$ cat src/common/amfs_pkg.sv
// amfs_pkg: constants, field layout and types of the adc mux frame sequencer
// assumes: byte-wide register port with 16-bit addresses, one core clock
package amfs_pkg;

    // ==================================================================
    // register offsets
    localparam logic [15:0] AMFS_SLOT_BASE = 16'h2100;
    localparam logic [15:0] AMFS_SLOT_LAST = 16'h2105;
    localparam logic [15:0] AMFS_CHOP_ADDR = 16'h2106;
    localparam logic [15:0] AMFS_FILT_ADDR = 16'h210C;
    localparam logic [15:0] AMFS_CLK_ADDR = 16'h2200;
    localparam logic [15:0] AMFS_RMT_ADDR = 16'h2709;
    localparam logic [15:0] AMFS_STAT_ADDR = 16'h21F0;

    // ==================================================================
    // field positions and reset values
    localparam int AMFS_NIBBLE = 4;
    localparam int AMFS_SPF_LSB = 4;
    localparam int AMFS_CHOP_LSB = 2;
    localparam int AMFS_FLS_LSB = 1;
    localparam int AMFS_DIFF_LSB = 4;
    localparam int AMFS_DIV_BIT = 5;
    localparam int AMFS_FAST_BIT = 4;
    localparam int AMFS_RMT_LSB = 3;
    localparam int AMFS_STAT_RUN_BIT = 4;
    localparam int AMFS_STAT_CHOP_BIT = 5;
    localparam int AMFS_STAT_HALF_BIT = 6;
    localparam logic [7:0] AMFS_CFG_RESET = 8'h00;
    localparam logic [7:0] AMFS_UNMAPPED = 8'h00;

    // ==================================================================
    // widths and timing constants
    localparam int AMFS_NUM_SLOT_REGS = 6;
    localparam logic [3:0] AMFS_MAX_SLOTS = 4'hB;
    localparam int AMFS_NUM_REMOTE = 3;
    localparam int AMFS_SLOT_LEN_W = 5;
    localparam int AMFS_FRAME_W = 9;
    localparam int AMFS_FIR_W = 16;
    localparam int AMFS_RAM_ADDR_W = 8;
    localparam logic [7:0] AMFS_REMOTE_RAM_BASE = 8'h10;
    localparam logic [4:0] AMFS_SLOW_PLL_MULT = 5'h03;
    localparam logic [1:0] AMFS_GAP_BASE = 2'h3;
    localparam logic [1:0] AMFS_GAP_FAST_SUB = 2'h2;
    localparam logic [7:0] AMFS_FIR_BASE = 8'h30;
    localparam logic [7:0] AMFS_FIR_FAST_ADD = 8'h66;
    localparam int AMFS_SLOW_CLOCK_HZ = 32768;
    localparam int AMFS_CORE_CLOCK_HZ = 10000000;

    // ==================================================================
    // types
    typedef enum logic [2:0] {
        AMFS_IDLE = 3'b001,
        AMFS_GAP = 3'b010,
        AMFS_SLOT = 3'b100
    } amfs_state_t;

    typedef enum logic [1:0] {
        AMFS_CHOP_OFF = 2'h0,
        AMFS_CHOP_HIGH = 2'h1,
        AMFS_CHOP_LOW = 2'h2,
        AMFS_CHOP_TOGGLE = 2'h3
    } amfs_chop_t;

endpackage : amfs_pkg

$ cat src/logic/amfs_frame_sequencer.sv
// amfs_frame_sequencer: top of the adc multiplexer frame sequencer
// assumes: slow tick clock sampled as a level synchronous to core_clk_i
`timescale 1ns/1ps
module amfs_frame_sequencer
    import amfs_pkg::*;
#(
    parameter int SAMPLE_W = 24
)
(
    input wire logic core_clk_i,
    input wire logic resetn_i,
    input wire logic clk_en_i,
    input wire logic [15:0] addr_i,
    input wire logic [7:0] wdata_i,
    input wire logic wr_i,
    input wire logic rd_i,
    output logic [7:0] rdata_o,
    input wire logic slow_tick_clock_i,
    input wire logic low_power_sleep_i,
    input wire logic [AMFS_NUM_REMOTE-1:0] remote_sample_valid_i,
    input wire logic [AMFS_NUM_REMOTE*SAMPLE_W-1:0] remote_sample_data_i,
    output logic [3:0] mux_select_o,
    output logic mux_advance_o,
    output logic filter_start_o,
    output logic ce_launch_o,
    output logic reference_chop_phase_o,
    output logic [3:0] slot_index_o,
    output logic second_half_o,
    output logic fast_pll_select_o,
    output logic converter_clock_divide_o,
    output logic [1:0] filter_length_select_o,
    output logic [3:0] differential_enable_o,
    output logic [AMFS_NUM_REMOTE-1:0] remote_sensor_enable_o,
    output logic [AMFS_FRAME_W-1:0] frame_length_o,
    output logic [AMFS_FIR_W-1:0] frame_length_fir_o,
    output logic ram_we_o,
    output logic [AMFS_RAM_ADDR_W-1:0] ram_addr_o,
    output logic [SAMPLE_W-1:0] ram_data_o
);

    typedef struct packed {
        amfs_state_t st;
        logic [AMFS_NUM_SLOT_REGS-1:0][7:0] slot_reg;
        logic [7:0] chop_reg;
        logic [7:0] filt_reg;
        logic [7:0] clk_reg;
        logic [7:0] rmt_reg;
        logic tick_q;
        logic [AMFS_FRAME_W-1:0] frame_pos;
        logic [AMFS_SLOT_LEN_W-1:0] slot_tick;
        logic [1:0] gap_tick;
        logic [3:0] slot_idx;
        logic [3:0] mux_sel;
        logic mux_adv;
        logic filt_start;
        logic ce_launch;
        logic chop_phase;
        logic second_half;
        logic [7:0] rdata;
    } amfs_seq_t;

    amfs_seq_t s;
    amfs_seq_t next_s;

    logic [AMFS_SLOT_LEN_W-1:0] slot_len;
    logic [1:0] gap_len;
    logic [AMFS_FRAME_W-1:0] frame_len;
    logic [3:0] spf_raw;
    logic [3:0] spf;
    logic [1:0] fls;
    logic div_bit;
    logic fast_bit;
    logic [AMFS_NUM_REMOTE-1:0] rmt_en;
    amfs_chop_t chop_mode;

    // ==================================================================
    // configuration fields
    assign spf_raw = s.slot_reg[0][AMFS_SPF_LSB +: AMFS_NIBBLE];
    assign spf = (spf_raw > AMFS_MAX_SLOTS) ? AMFS_MAX_SLOTS : spf_raw;
    assign fls = s.filt_reg[AMFS_FLS_LSB +: 2];
    assign div_bit = s.clk_reg[AMFS_DIV_BIT];
    assign fast_bit = s.clk_reg[AMFS_FAST_BIT];
    assign rmt_en = s.rmt_reg[AMFS_RMT_LSB +: AMFS_NUM_REMOTE];
    assign chop_mode = amfs_chop_t'(s.chop_reg[AMFS_CHOP_LSB +: 2]);

    // ==================================================================
    // slot and frame lengths
    amfs_timing u_timing (
        .core_clk_i(core_clk_i),
        .resetn_i(resetn_i),
        .clk_en_i(clk_en_i),
        .filter_length_select_i(fls),
        .converter_clock_divide_i(div_bit),
        .fast_pll_select_i(fast_bit),
        .slots_i(spf),
        .slot_len_o(slot_len),
        .gap_len_o(gap_len),
        .frame_len_o(frame_len),
        .frame_fir_o(frame_length_fir_o)
    );

    // ==================================================================
    // remote current samples into engine ram
    amfs_remote_writer #(
        .SAMPLE_W(SAMPLE_W),
        .NUM(AMFS_NUM_REMOTE)
    ) u_remote (
        .core_clk_i(core_clk_i),
        .resetn_i(resetn_i),
        .clk_en_i(clk_en_i),
        .second_half_i(s.second_half),
        .remote_sensor_enable_i(rmt_en),
        .sample_valid_i(remote_sample_valid_i),
        .sample_data_i(remote_sample_data_i),
        .ram_we_o(ram_we_o),
        .ram_addr_o(ram_addr_o),
        .ram_data_o(ram_data_o)
    );

    // ==================================================================
    // slot select lookup: slot n sits in byte 5-n/2, nibble n%2
    function automatic logic [3:0] amfs_slot_sel(
        input logic [AMFS_NUM_SLOT_REGS-1:0][7:0] regs,
        input logic [3:0] n
    );
        logic [2:0] byte_idx;
        byte_idx = 3'(AMFS_NUM_SLOT_REGS - 1) - 3'(n >> 1);
        if (n[0]) begin
            amfs_slot_sel = regs[byte_idx][AMFS_NIBBLE +: AMFS_NIBBLE];
        end else begin
            amfs_slot_sel = regs[byte_idx][0 +: AMFS_NIBBLE];
        end
    endfunction : amfs_slot_sel

    // ==================================================================
    // next state
    always_comb begin
        logic tick;
        logic run;
        logic do_frame;
        logic do_slot;
        logic [3:0] nxt_idx;
        logic [2:0] widx;
        logic [7:0] rd_val;
        next_s = s;
        tick = slow_tick_clock_i & ~s.tick_q;
        run = (spf != 4'h0);
        do_frame = 1'b0;
        do_slot = 1'b0;
        nxt_idx = 4'h0;
        widx = 3'(addr_i - AMFS_SLOT_BASE);
        rd_val = AMFS_UNMAPPED;
        next_s.tick_q = slow_tick_clock_i;
        next_s.mux_adv = 1'b0;
        next_s.filt_start = 1'b0;
        next_s.ce_launch = 1'b0;

        // sequencer
        if (!run) begin
            next_s.st = AMFS_IDLE;
            next_s.frame_pos = '0;
            next_s.slot_idx = 4'h0;
            next_s.slot_tick = '0;
            next_s.gap_tick = 2'h0;
        end else if (tick) begin
            case (s.st)
                AMFS_IDLE: begin
                    do_frame = 1'b1;
                end
                AMFS_GAP: begin
                    next_s.frame_pos = AMFS_FRAME_W'(s.frame_pos + 1'b1);
                    if (2'(s.gap_tick + 1'b1) >= gap_len) begin
                        do_slot = 1'b1;
                        nxt_idx = 4'h0;
                    end else begin
                        next_s.gap_tick = 2'(s.gap_tick + 1'b1);
                    end
                end
                AMFS_SLOT: begin
                    next_s.frame_pos = AMFS_FRAME_W'(s.frame_pos + 1'b1);
                    if (AMFS_SLOT_LEN_W'(s.slot_tick + 1'b1) >= slot_len) begin
                        if (4'(s.slot_idx + 1'b1) >= spf) begin
                            do_frame = 1'b1;
                        end else begin
                            do_slot = 1'b1;
                            nxt_idx = 4'(s.slot_idx + 1'b1);
                        end
                    end else begin
                        next_s.slot_tick = AMFS_SLOT_LEN_W'(s.slot_tick + 1'b1);
                    end
                end
                default: begin
                    next_s.st = AMFS_IDLE;
                end
            endcase
        end

        if (do_frame) begin
            next_s.st = AMFS_GAP;
            next_s.gap_tick = 2'h0;
            next_s.frame_pos = '0;
            next_s.ce_launch = 1'b1;
            case (chop_mode)
                AMFS_CHOP_OFF: next_s.chop_phase = 1'b0;
                AMFS_CHOP_HIGH: next_s.chop_phase = 1'b1;
                AMFS_CHOP_LOW: next_s.chop_phase = 1'b0;
                AMFS_CHOP_TOGGLE: next_s.chop_phase = ~s.chop_phase;
                default: next_s.chop_phase = 1'b0;
            endcase
        end
        if (do_slot) begin
            next_s.st = AMFS_SLOT;
            next_s.slot_tick = '0;
            next_s.slot_idx = nxt_idx;
            next_s.mux_sel = amfs_slot_sel(s.slot_reg, nxt_idx);
            next_s.mux_adv = 1'b1;
            next_s.filt_start = 1'b1;
        end
        next_s.second_half = run && (next_s.st != AMFS_IDLE)
                           && (next_s.frame_pos >= (frame_len >> 1));

        // register writes
        if (wr_i) begin
            if (addr_i >= AMFS_SLOT_BASE && addr_i <= AMFS_SLOT_LAST) begin
                next_s.slot_reg[widx] = wdata_i;
            end else if (addr_i == AMFS_CHOP_ADDR) begin
                next_s.chop_reg = wdata_i;
            end else if (addr_i == AMFS_FILT_ADDR) begin
                next_s.filt_reg = wdata_i;
            end else if (addr_i == AMFS_CLK_ADDR) begin
                next_s.clk_reg = wdata_i;
            end else if (addr_i == AMFS_RMT_ADDR) begin
                next_s.rmt_reg = wdata_i;
            end
        end

        // sleep returns every configuration register to zero
        if (low_power_sleep_i) begin
            next_s.slot_reg = '0;
            next_s.chop_reg = AMFS_CFG_RESET;
            next_s.filt_reg = AMFS_CFG_RESET;
            next_s.clk_reg = AMFS_CFG_RESET;
            next_s.rmt_reg = AMFS_CFG_RESET;
        end

        // register reads, data in the following cycle only
        if (addr_i >= AMFS_SLOT_BASE && addr_i <= AMFS_SLOT_LAST) begin
            rd_val = s.slot_reg[widx];
        end else if (addr_i == AMFS_CHOP_ADDR) begin
            rd_val = s.chop_reg;
        end else if (addr_i == AMFS_FILT_ADDR) begin
            rd_val = s.filt_reg;
        end else if (addr_i == AMFS_CLK_ADDR) begin
            rd_val = s.clk_reg;
        end else if (addr_i == AMFS_RMT_ADDR) begin
            rd_val = s.rmt_reg;
        end else if (addr_i == AMFS_STAT_ADDR) begin
            rd_val[AMFS_NIBBLE-1:0] = s.slot_idx;
            rd_val[AMFS_STAT_RUN_BIT] = (s.st != AMFS_IDLE);
            rd_val[AMFS_STAT_CHOP_BIT] = s.chop_phase;
            rd_val[AMFS_STAT_HALF_BIT] = s.second_half;
        end
        next_s.rdata = rd_i ? rd_val : AMFS_UNMAPPED;
    end

    // ==================================================================
    // state register
    always_ff @(posedge core_clk_i or negedge resetn_i) begin
        if (!resetn_i) begin
            s <= '0;
            s.st <= AMFS_IDLE;
        end else if (clk_en_i) begin
            s <= next_s;
        end
    end

    // ==================================================================
    // outputs
    assign rdata_o = s.rdata;
    assign mux_select_o = s.mux_sel;
    assign mux_advance_o = s.mux_adv;
    assign filter_start_o = s.filt_start;
    assign ce_launch_o = s.ce_launch;
    assign reference_chop_phase_o = s.chop_phase;
    assign slot_index_o = s.slot_idx;
    assign second_half_o = s.second_half;
    assign fast_pll_select_o = fast_bit;
    assign converter_clock_divide_o = div_bit;
    assign filter_length_select_o = fls;
    assign differential_enable_o = s.filt_reg[AMFS_DIFF_LSB +: 4];
    assign remote_sensor_enable_o = rmt_en;
    assign frame_length_o = frame_len;

endmodule : amfs_frame_sequencer

$ cat src/logic/amfs_timing.sv
// amfs_timing: slot, gap and frame lengths from the converter settings
// assumes: settings change only while the frame sequencer is stopped
`timescale 1ns/1ps
module amfs_timing
    import amfs_pkg::*;
(
    input wire logic core_clk_i,
    input wire logic resetn_i,
    input wire logic clk_en_i,
    input wire logic [1:0] filter_length_select_i,
    input wire logic converter_clock_divide_i,
    input wire logic fast_pll_select_i,
    input wire logic [3:0] slots_i,
    output logic [AMFS_SLOT_LEN_W-1:0] slot_len_o,
    output logic [1:0] gap_len_o,
    output logic [AMFS_FRAME_W-1:0] frame_len_o,
    output logic [AMFS_FIR_W-1:0] frame_fir_o
);

    typedef struct packed {
        logic [AMFS_SLOT_LEN_W-1:0] slot_len;
        logic [1:0] gap_len;
        logic [AMFS_FRAME_W-1:0] frame_len;
        logic [AMFS_FIR_W-1:0] frame_fir;
    } amfs_tim_t;

    amfs_tim_t s;
    amfs_tim_t next_s;

    // ==================================================================
    // length arithmetic
    always_comb begin
        logic [AMFS_SLOT_LEN_W-1:0] prod;
        logic [7:0] fir_mult;
        prod = AMFS_SLOT_LEN_W'((filter_length_select_i + 3'h1)
                                * (converter_clock_divide_i + 2'h1));
        next_s.slot_len = fast_pll_select_i ? prod
                        : AMFS_SLOT_LEN_W'(AMFS_SLOW_PLL_MULT * prod);
        next_s.gap_len = fast_pll_select_i ? 2'(AMFS_GAP_BASE - AMFS_GAP_FAST_SUB)
                       : AMFS_GAP_BASE;
        next_s.frame_len = AMFS_FRAME_W'(next_s.gap_len
                         + next_s.slot_len * slots_i);
        fir_mult = fast_pll_select_i ? 8'(AMFS_FIR_BASE + AMFS_FIR_FAST_ADD)
                 : AMFS_FIR_BASE;
        next_s.frame_fir = AMFS_FIR_W'(next_s.frame_len * fir_mult);
    end

    always_ff @(posedge core_clk_i or negedge resetn_i) begin
        if (!resetn_i) begin
            s <= '0;
        end else if (clk_en_i) begin
            s <= next_s;
        end
    end

    assign slot_len_o = s.slot_len;
    assign gap_len_o = s.gap_len;
    assign frame_len_o = s.frame_len;
    assign frame_fir_o = s.frame_fir;

endmodule : amfs_timing

$ cat src/logic/amfs_remote_writer.sv
// amfs_remote_writer: stores remote current samples straight into compute-engine ram
// assumes: each remote interface gives a one-cycle valid with its sample
`timescale 1ns/1ps
module amfs_remote_writer
    import amfs_pkg::*;
#(
    parameter int SAMPLE_W = 24,
    parameter int NUM = AMFS_NUM_REMOTE
)
(
    input wire logic core_clk_i,
    input wire logic resetn_i,
    input wire logic clk_en_i,
    input wire logic second_half_i,
    input wire logic [NUM-1:0] remote_sensor_enable_i,
    input wire logic [NUM-1:0] sample_valid_i,
    input wire logic [NUM*SAMPLE_W-1:0] sample_data_i,
    output logic ram_we_o,
    output logic [AMFS_RAM_ADDR_W-1:0] ram_addr_o,
    output logic [SAMPLE_W-1:0] ram_data_o
);

    typedef struct packed {
        logic [NUM-1:0] pending;
        logic [NUM-1:0][SAMPLE_W-1:0] data;
        logic we;
        logic [AMFS_RAM_ADDR_W-1:0] addr;
        logic [SAMPLE_W-1:0] wdata;
    } amfs_rw_t;

    amfs_rw_t s;
    amfs_rw_t next_s;
    logic [NUM-1:0] capture;

    // ==================================================================
    // per-pair capture
    for (genvar g = 0; g < NUM; g++) begin : g_cap
        assign capture[g] = sample_valid_i[g] & remote_sensor_enable_i[g];
    end

    // ==================================================================
    // one write per cycle, lowest pair first, only in the second half
    always_comb begin
        logic [NUM-1:0] grant;
        logic found;
        grant = '0;
        found = 1'b0;
        next_s = s;
        next_s.we = 1'b0;
        for (int i = 0; i < NUM; i++) begin
            if (second_half_i && s.pending[i] && !found) begin
                grant[i] = 1'b1;
                found = 1'b1;
                next_s.we = 1'b1;
                next_s.addr = AMFS_RAM_ADDR_W'(AMFS_REMOTE_RAM_BASE + i);
                next_s.wdata = s.data[i];
            end
        end
        for (int i = 0; i < NUM; i++) begin
            if (capture[i]) begin
                next_s.data[i] = sample_data_i[i*SAMPLE_W +: SAMPLE_W];
            end
        end
        next_s.pending = (s.pending & ~grant & remote_sensor_enable_i) | capture;
    end

    always_ff @(posedge core_clk_i or negedge resetn_i) begin
        if (!resetn_i) begin
            s <= '0;
        end else if (clk_en_i) begin
            s <= next_s;
        end
    end

    assign ram_we_o = s.we;
    assign ram_addr_o = s.addr;
    assign ram_data_o = s.wdata;

endmodule : amfs_remote_writer

$ cat config.mk
export PLATFORM = sky130hd
export DESIGN_NAME = amfs_frame_sequencer
export DESIGN_NICKNAME = d
export VERILOG_FILES = /design/src/common/amfs_pkg.sv /design/src/logic/amfs_frame_sequencer.sv /design/src/logic/amfs_timing.sv /design/src/logic/amfs_remote_writer.sv
export SDC_FILE = /design/constraint.sdc
export NUM_CORES = 1
export LEC_CHECK = 0
export ABC_AREA = 1
export BUFFER_PORTS_ARGS = -buffer_cell sky130_fd_sc_hd__buf_2
export CAP_MARGIN = 20
export CORE_AREA = 5 5 190 192
export DETAILED_ROUTE_END_ITERATION = 10
export DIE_AREA = 0 0 195 197
export MAX_ROUTING_LAYER = met4
export PLACE_DENSITY = 0.71
export SLEW_MARGIN = 20
export SYNTH_ARGS = -nofsm -noshare
export SYNTH_HDL_FRONTEND = slang
export SYNTH_SLANG_ARGS = --single-unit
export TNS_END_PERCENT = 30
$ cat constraint.sdc
create_clock -name core_clk_i -period 12.1 [get_ports core_clk_i]
set_input_delay 0.605 -clock core_clk_i [delete_from_list [all_inputs] [get_ports core_clk_i]]
set_output_delay 0.605 -clock core_clk_i [all_outputs]
set_load 0.02 [all_outputs]
==> impl_metrics.tcl <==
set metrics [dict create \
    first_pass_iters 6 \
    cp-start-kind "flop" \
    post-route-period-util_pct 64.9 \
    yosys_register_bits 254 \
    dieWidth_um 195 \
    viasPerCell 5.34 \
    worst_pin_slew_ns 1.05 \
    path_max_fanout 6 \
    cp.required_ns 12.60 \
    grt_pass1_vias 13300 \
    synthAdderAreaFrac_pct 9.47 \
    portBuffers 189 \
    cts_root_buf "clkbuf_16" \
    layout.cells.most_common_list "nand2_1 (388), inv_1 (275), dfrtp_1 (253)" \
    h-tree-depth 1 \
    combPwrFrac_pct 26.0 \
    num_io_pins 196 \
    grt_setup_unrepaired "no" \
    powerDensity_nw_per_um2 156 \
    use_met3_pct 4.62 \
    area_delta_synth_final_pct 12.7 \
    swShare_pct 33.9 \
    run_status "finished, final reports clean" \
    path_common_cell "inv_1" \
    synth.avg_cell_area_um2 7.99 \
    p_leak_nw 8.88 \
    crit_buf_inv 6 \
    internal_power_w 0.00180 \
    ys_seq_area_share_pct 41.2 \
    cts_tree "yes" \
    hold_ws_ns 0.121 \
    crit_path_top_delay_cell "fa_1" \
    grtUsageTotal_pct 22.7 \
    yosys_warnings 0 \
    clk_latency_ns 0.57 \
    cp.arrival_ns 8.35 \
    p_total_w 0.00272 \
    netlist_instances 1931 \
    cts_sinks 254 \
    place.gp.congestion 0.970 \
    muxShareOfSynthArea_pct 0.657 \
    synth_area_um2 15400 \
    worst-setup-path-type "reg2reg" \
    ir_drop_v 0.000113 \
    grt_first_pass_wirelength_um 70000 \
    fmax_mhz 127 \
    endpoint_kind "flop" \
    pwr-share-seq_pct 40.2 \
    drive_gt1_share_pct 16.5 \
    clkTransAtPathRegs_ns 0.06 \
    finalSetupViolations 0 \
    initial_utilization_pct 45.1 \
    cts_resized 0 \
    synth_cell_types 57 \
    busiest_layer "met2" \
    die_h_um 197 \
    antenna_found_initial 1 \
    holdBufCountCts 0 \
    cts_setup_buffers 0 \
    synth_edf_count 0 \
    dr.first_iter.drc_count 1175 \
    synth-simple-area-share_pct 20.6 \
    maxCapViolations 0 \
    ys.flop_type "dfrtp_1" \
    grt_use_met2_pct 35.9 \
    grt_overflow 0 \
    rows 68 \
    core_area_um2 34200 \
    synth_xor_area_share_pct 1.13 \
    slew_viol_final 0 \
    dp_hpwl_um 31800 \
    clockBufferDepth 3 \
    period_needed_ns 7.85 \
    final_core_util_pct 50.9 \
    vias 13500 \
    wl_um 43600 \
    final_common_cell "nand2_1" \
    numCtsBuffers 30 \
    fin_nets 2259 \
    slew_headroom_pct 29.8 \
    synth_compound_area_share_pct 15.2 \
    grt_max_degree 127 \
    hold_viol 0 \
    design.die.area_um2 38400 \
    routedWlPerCell_um 17.2 \
    async_flop_share_pct 100 \
    tns_ns 0 \
    synth_top_family_by_area "simple AND/OR/NAND/NOR gates" \
    hold_path.class "in2async" \
    slowest_delay_ns 0.55 \
    clock_power_share_pct 33.8 \
    gr-usage-met1_pct 30.1 \
    clock_skew_ns 0.00990 \
    crit_family "adder cells" \
    ant_nets 0 \
    drc 0 \
    p_switching_w 0.000923 \
]
==> routing by layer <==
layer	wire, um	vias to the layer above
li1	-	6465
met1	18400	6359
met2	20100	581
met3	3780	96
met4	1400	0
met5	0	-
==> power by group through the flow <==
stage	combinational (W)	sequential, W	clock, W
after floorplan	0.000504	0.00111	0
after global placement	0.000686	0.00110	0
after detailed placement	0.000705	0.00110	0
after CTS	0.000712	0.00109	0.000933
after global routing	0.000807	0.00111	0.000967
final	0.000708	0.00109	0.000921
==> cell families (layout without fill, tap and decap cells) <==
group,count (synthesis),in the layout
XOR/XNOR,19,19
buffers and inverters,412,543
AND/OR/NAND/NOR,714,714
AO/OA/AOI/OAI,418,418
multiplexers,9,9
adder cells (fa/ha/maj),103,103
flip-flops,254,254
other,2,14
==> final cells by class <==
type	instances	area, um^2
multi-input combinational	1276	7340
tap	455	569
inverter	291	1090
sequential	254	6360
clock inverter	16	191
fill	3291	16800
clock buffer	39	825
antenna	1	2.50
timing repair buffer	197	1020
==> cells in the mapped netlist, types with 12 or more instances <==
| library cell | n | area share, % |
|---|---|---|
| nand2_1 | 388 | 9.4 |
| o21ai_1 | 33 | 1.1 |
| nor2_4 | 13 | 0.95 |
| dfrtp_1 | 253 | 41 |
| nand3_1 | 76 | 2.5 |
| xor2_1 | 12 | 0.68 |
| buf_4 | 62 | 3.0 |
| nor3_1 | 18 | 0.58 |
| clkbuf_1 | 39 | 0.95 |
| fa_1 | 23 | 3.0 |
| nor2_1 | 138 | 3.4 |
| inv_1 | 275 | 6.7 |
| o22ai_1 | 23 | 0.93 |
| a21oi_1 | 140 | 4.5 |
| ha_1 | 80 | 6.5 |
| buf_2 | 16 | 0.52 |
| inv_2 | 12 | 0.29 |
| nand4_1 | 42 | 1.7 |
| o21ai_0 | 165 | 5.4 |
==> final timing paths <==
kind                       depth (start not counted)  slack, ns                 startpoint                  endpoint
setup / recovery                                  32       4.25  filter_length_select_o[0]  u_timing.frame_fir_o[13]
hold / removal                                     1       0.12                   resetn_i            u_remote.s[53]
setup reg to reg                                  32       4.25  filter_length_select_o[0]  u_timing.frame_fir_o[13]
hold reg to reg                                    2       0.47    u_timing.frame_fir_o[2]   u_timing.frame_fir_o[2]
max in group asynchronous                          3      10.07                   resetn_i                     s[88]
min in group core_clk_i                            2       0.26   remote_sample_data_i[66]            u_remote.s[99]
==> flip-flops by register name, summed over array words and instances (netlist names), 4 cells and up <==
name / flops
rdata_o: 8
u_remote.s: 75
u_timing.frame_fir_o: 15
u_timing.slot_len_o: 5
s: 87
u_remote.ram_data_o: 24
differential_enable_o: 4
u_timing.frame_len_o: 9
slot_index_o: 4
mux_select_o: 4
==> through the flow <==
stage / cells / cell area [um^2] / setup slack (ns)
3_3_place_gp: 2473 / 16400 / 4.59
6_report: 2529 / 17400 / 4.25
5_1_grt: 2529 / 17400 / 3.70
2_1_floorplan: 1942 / 15500 / 5.10
4_1_cts: 2528 / 17400 / 4.32
3_5_place_dp: 2473 / 16400 / 4.33
Note: power is estimated with default switching activity, not from simulation.
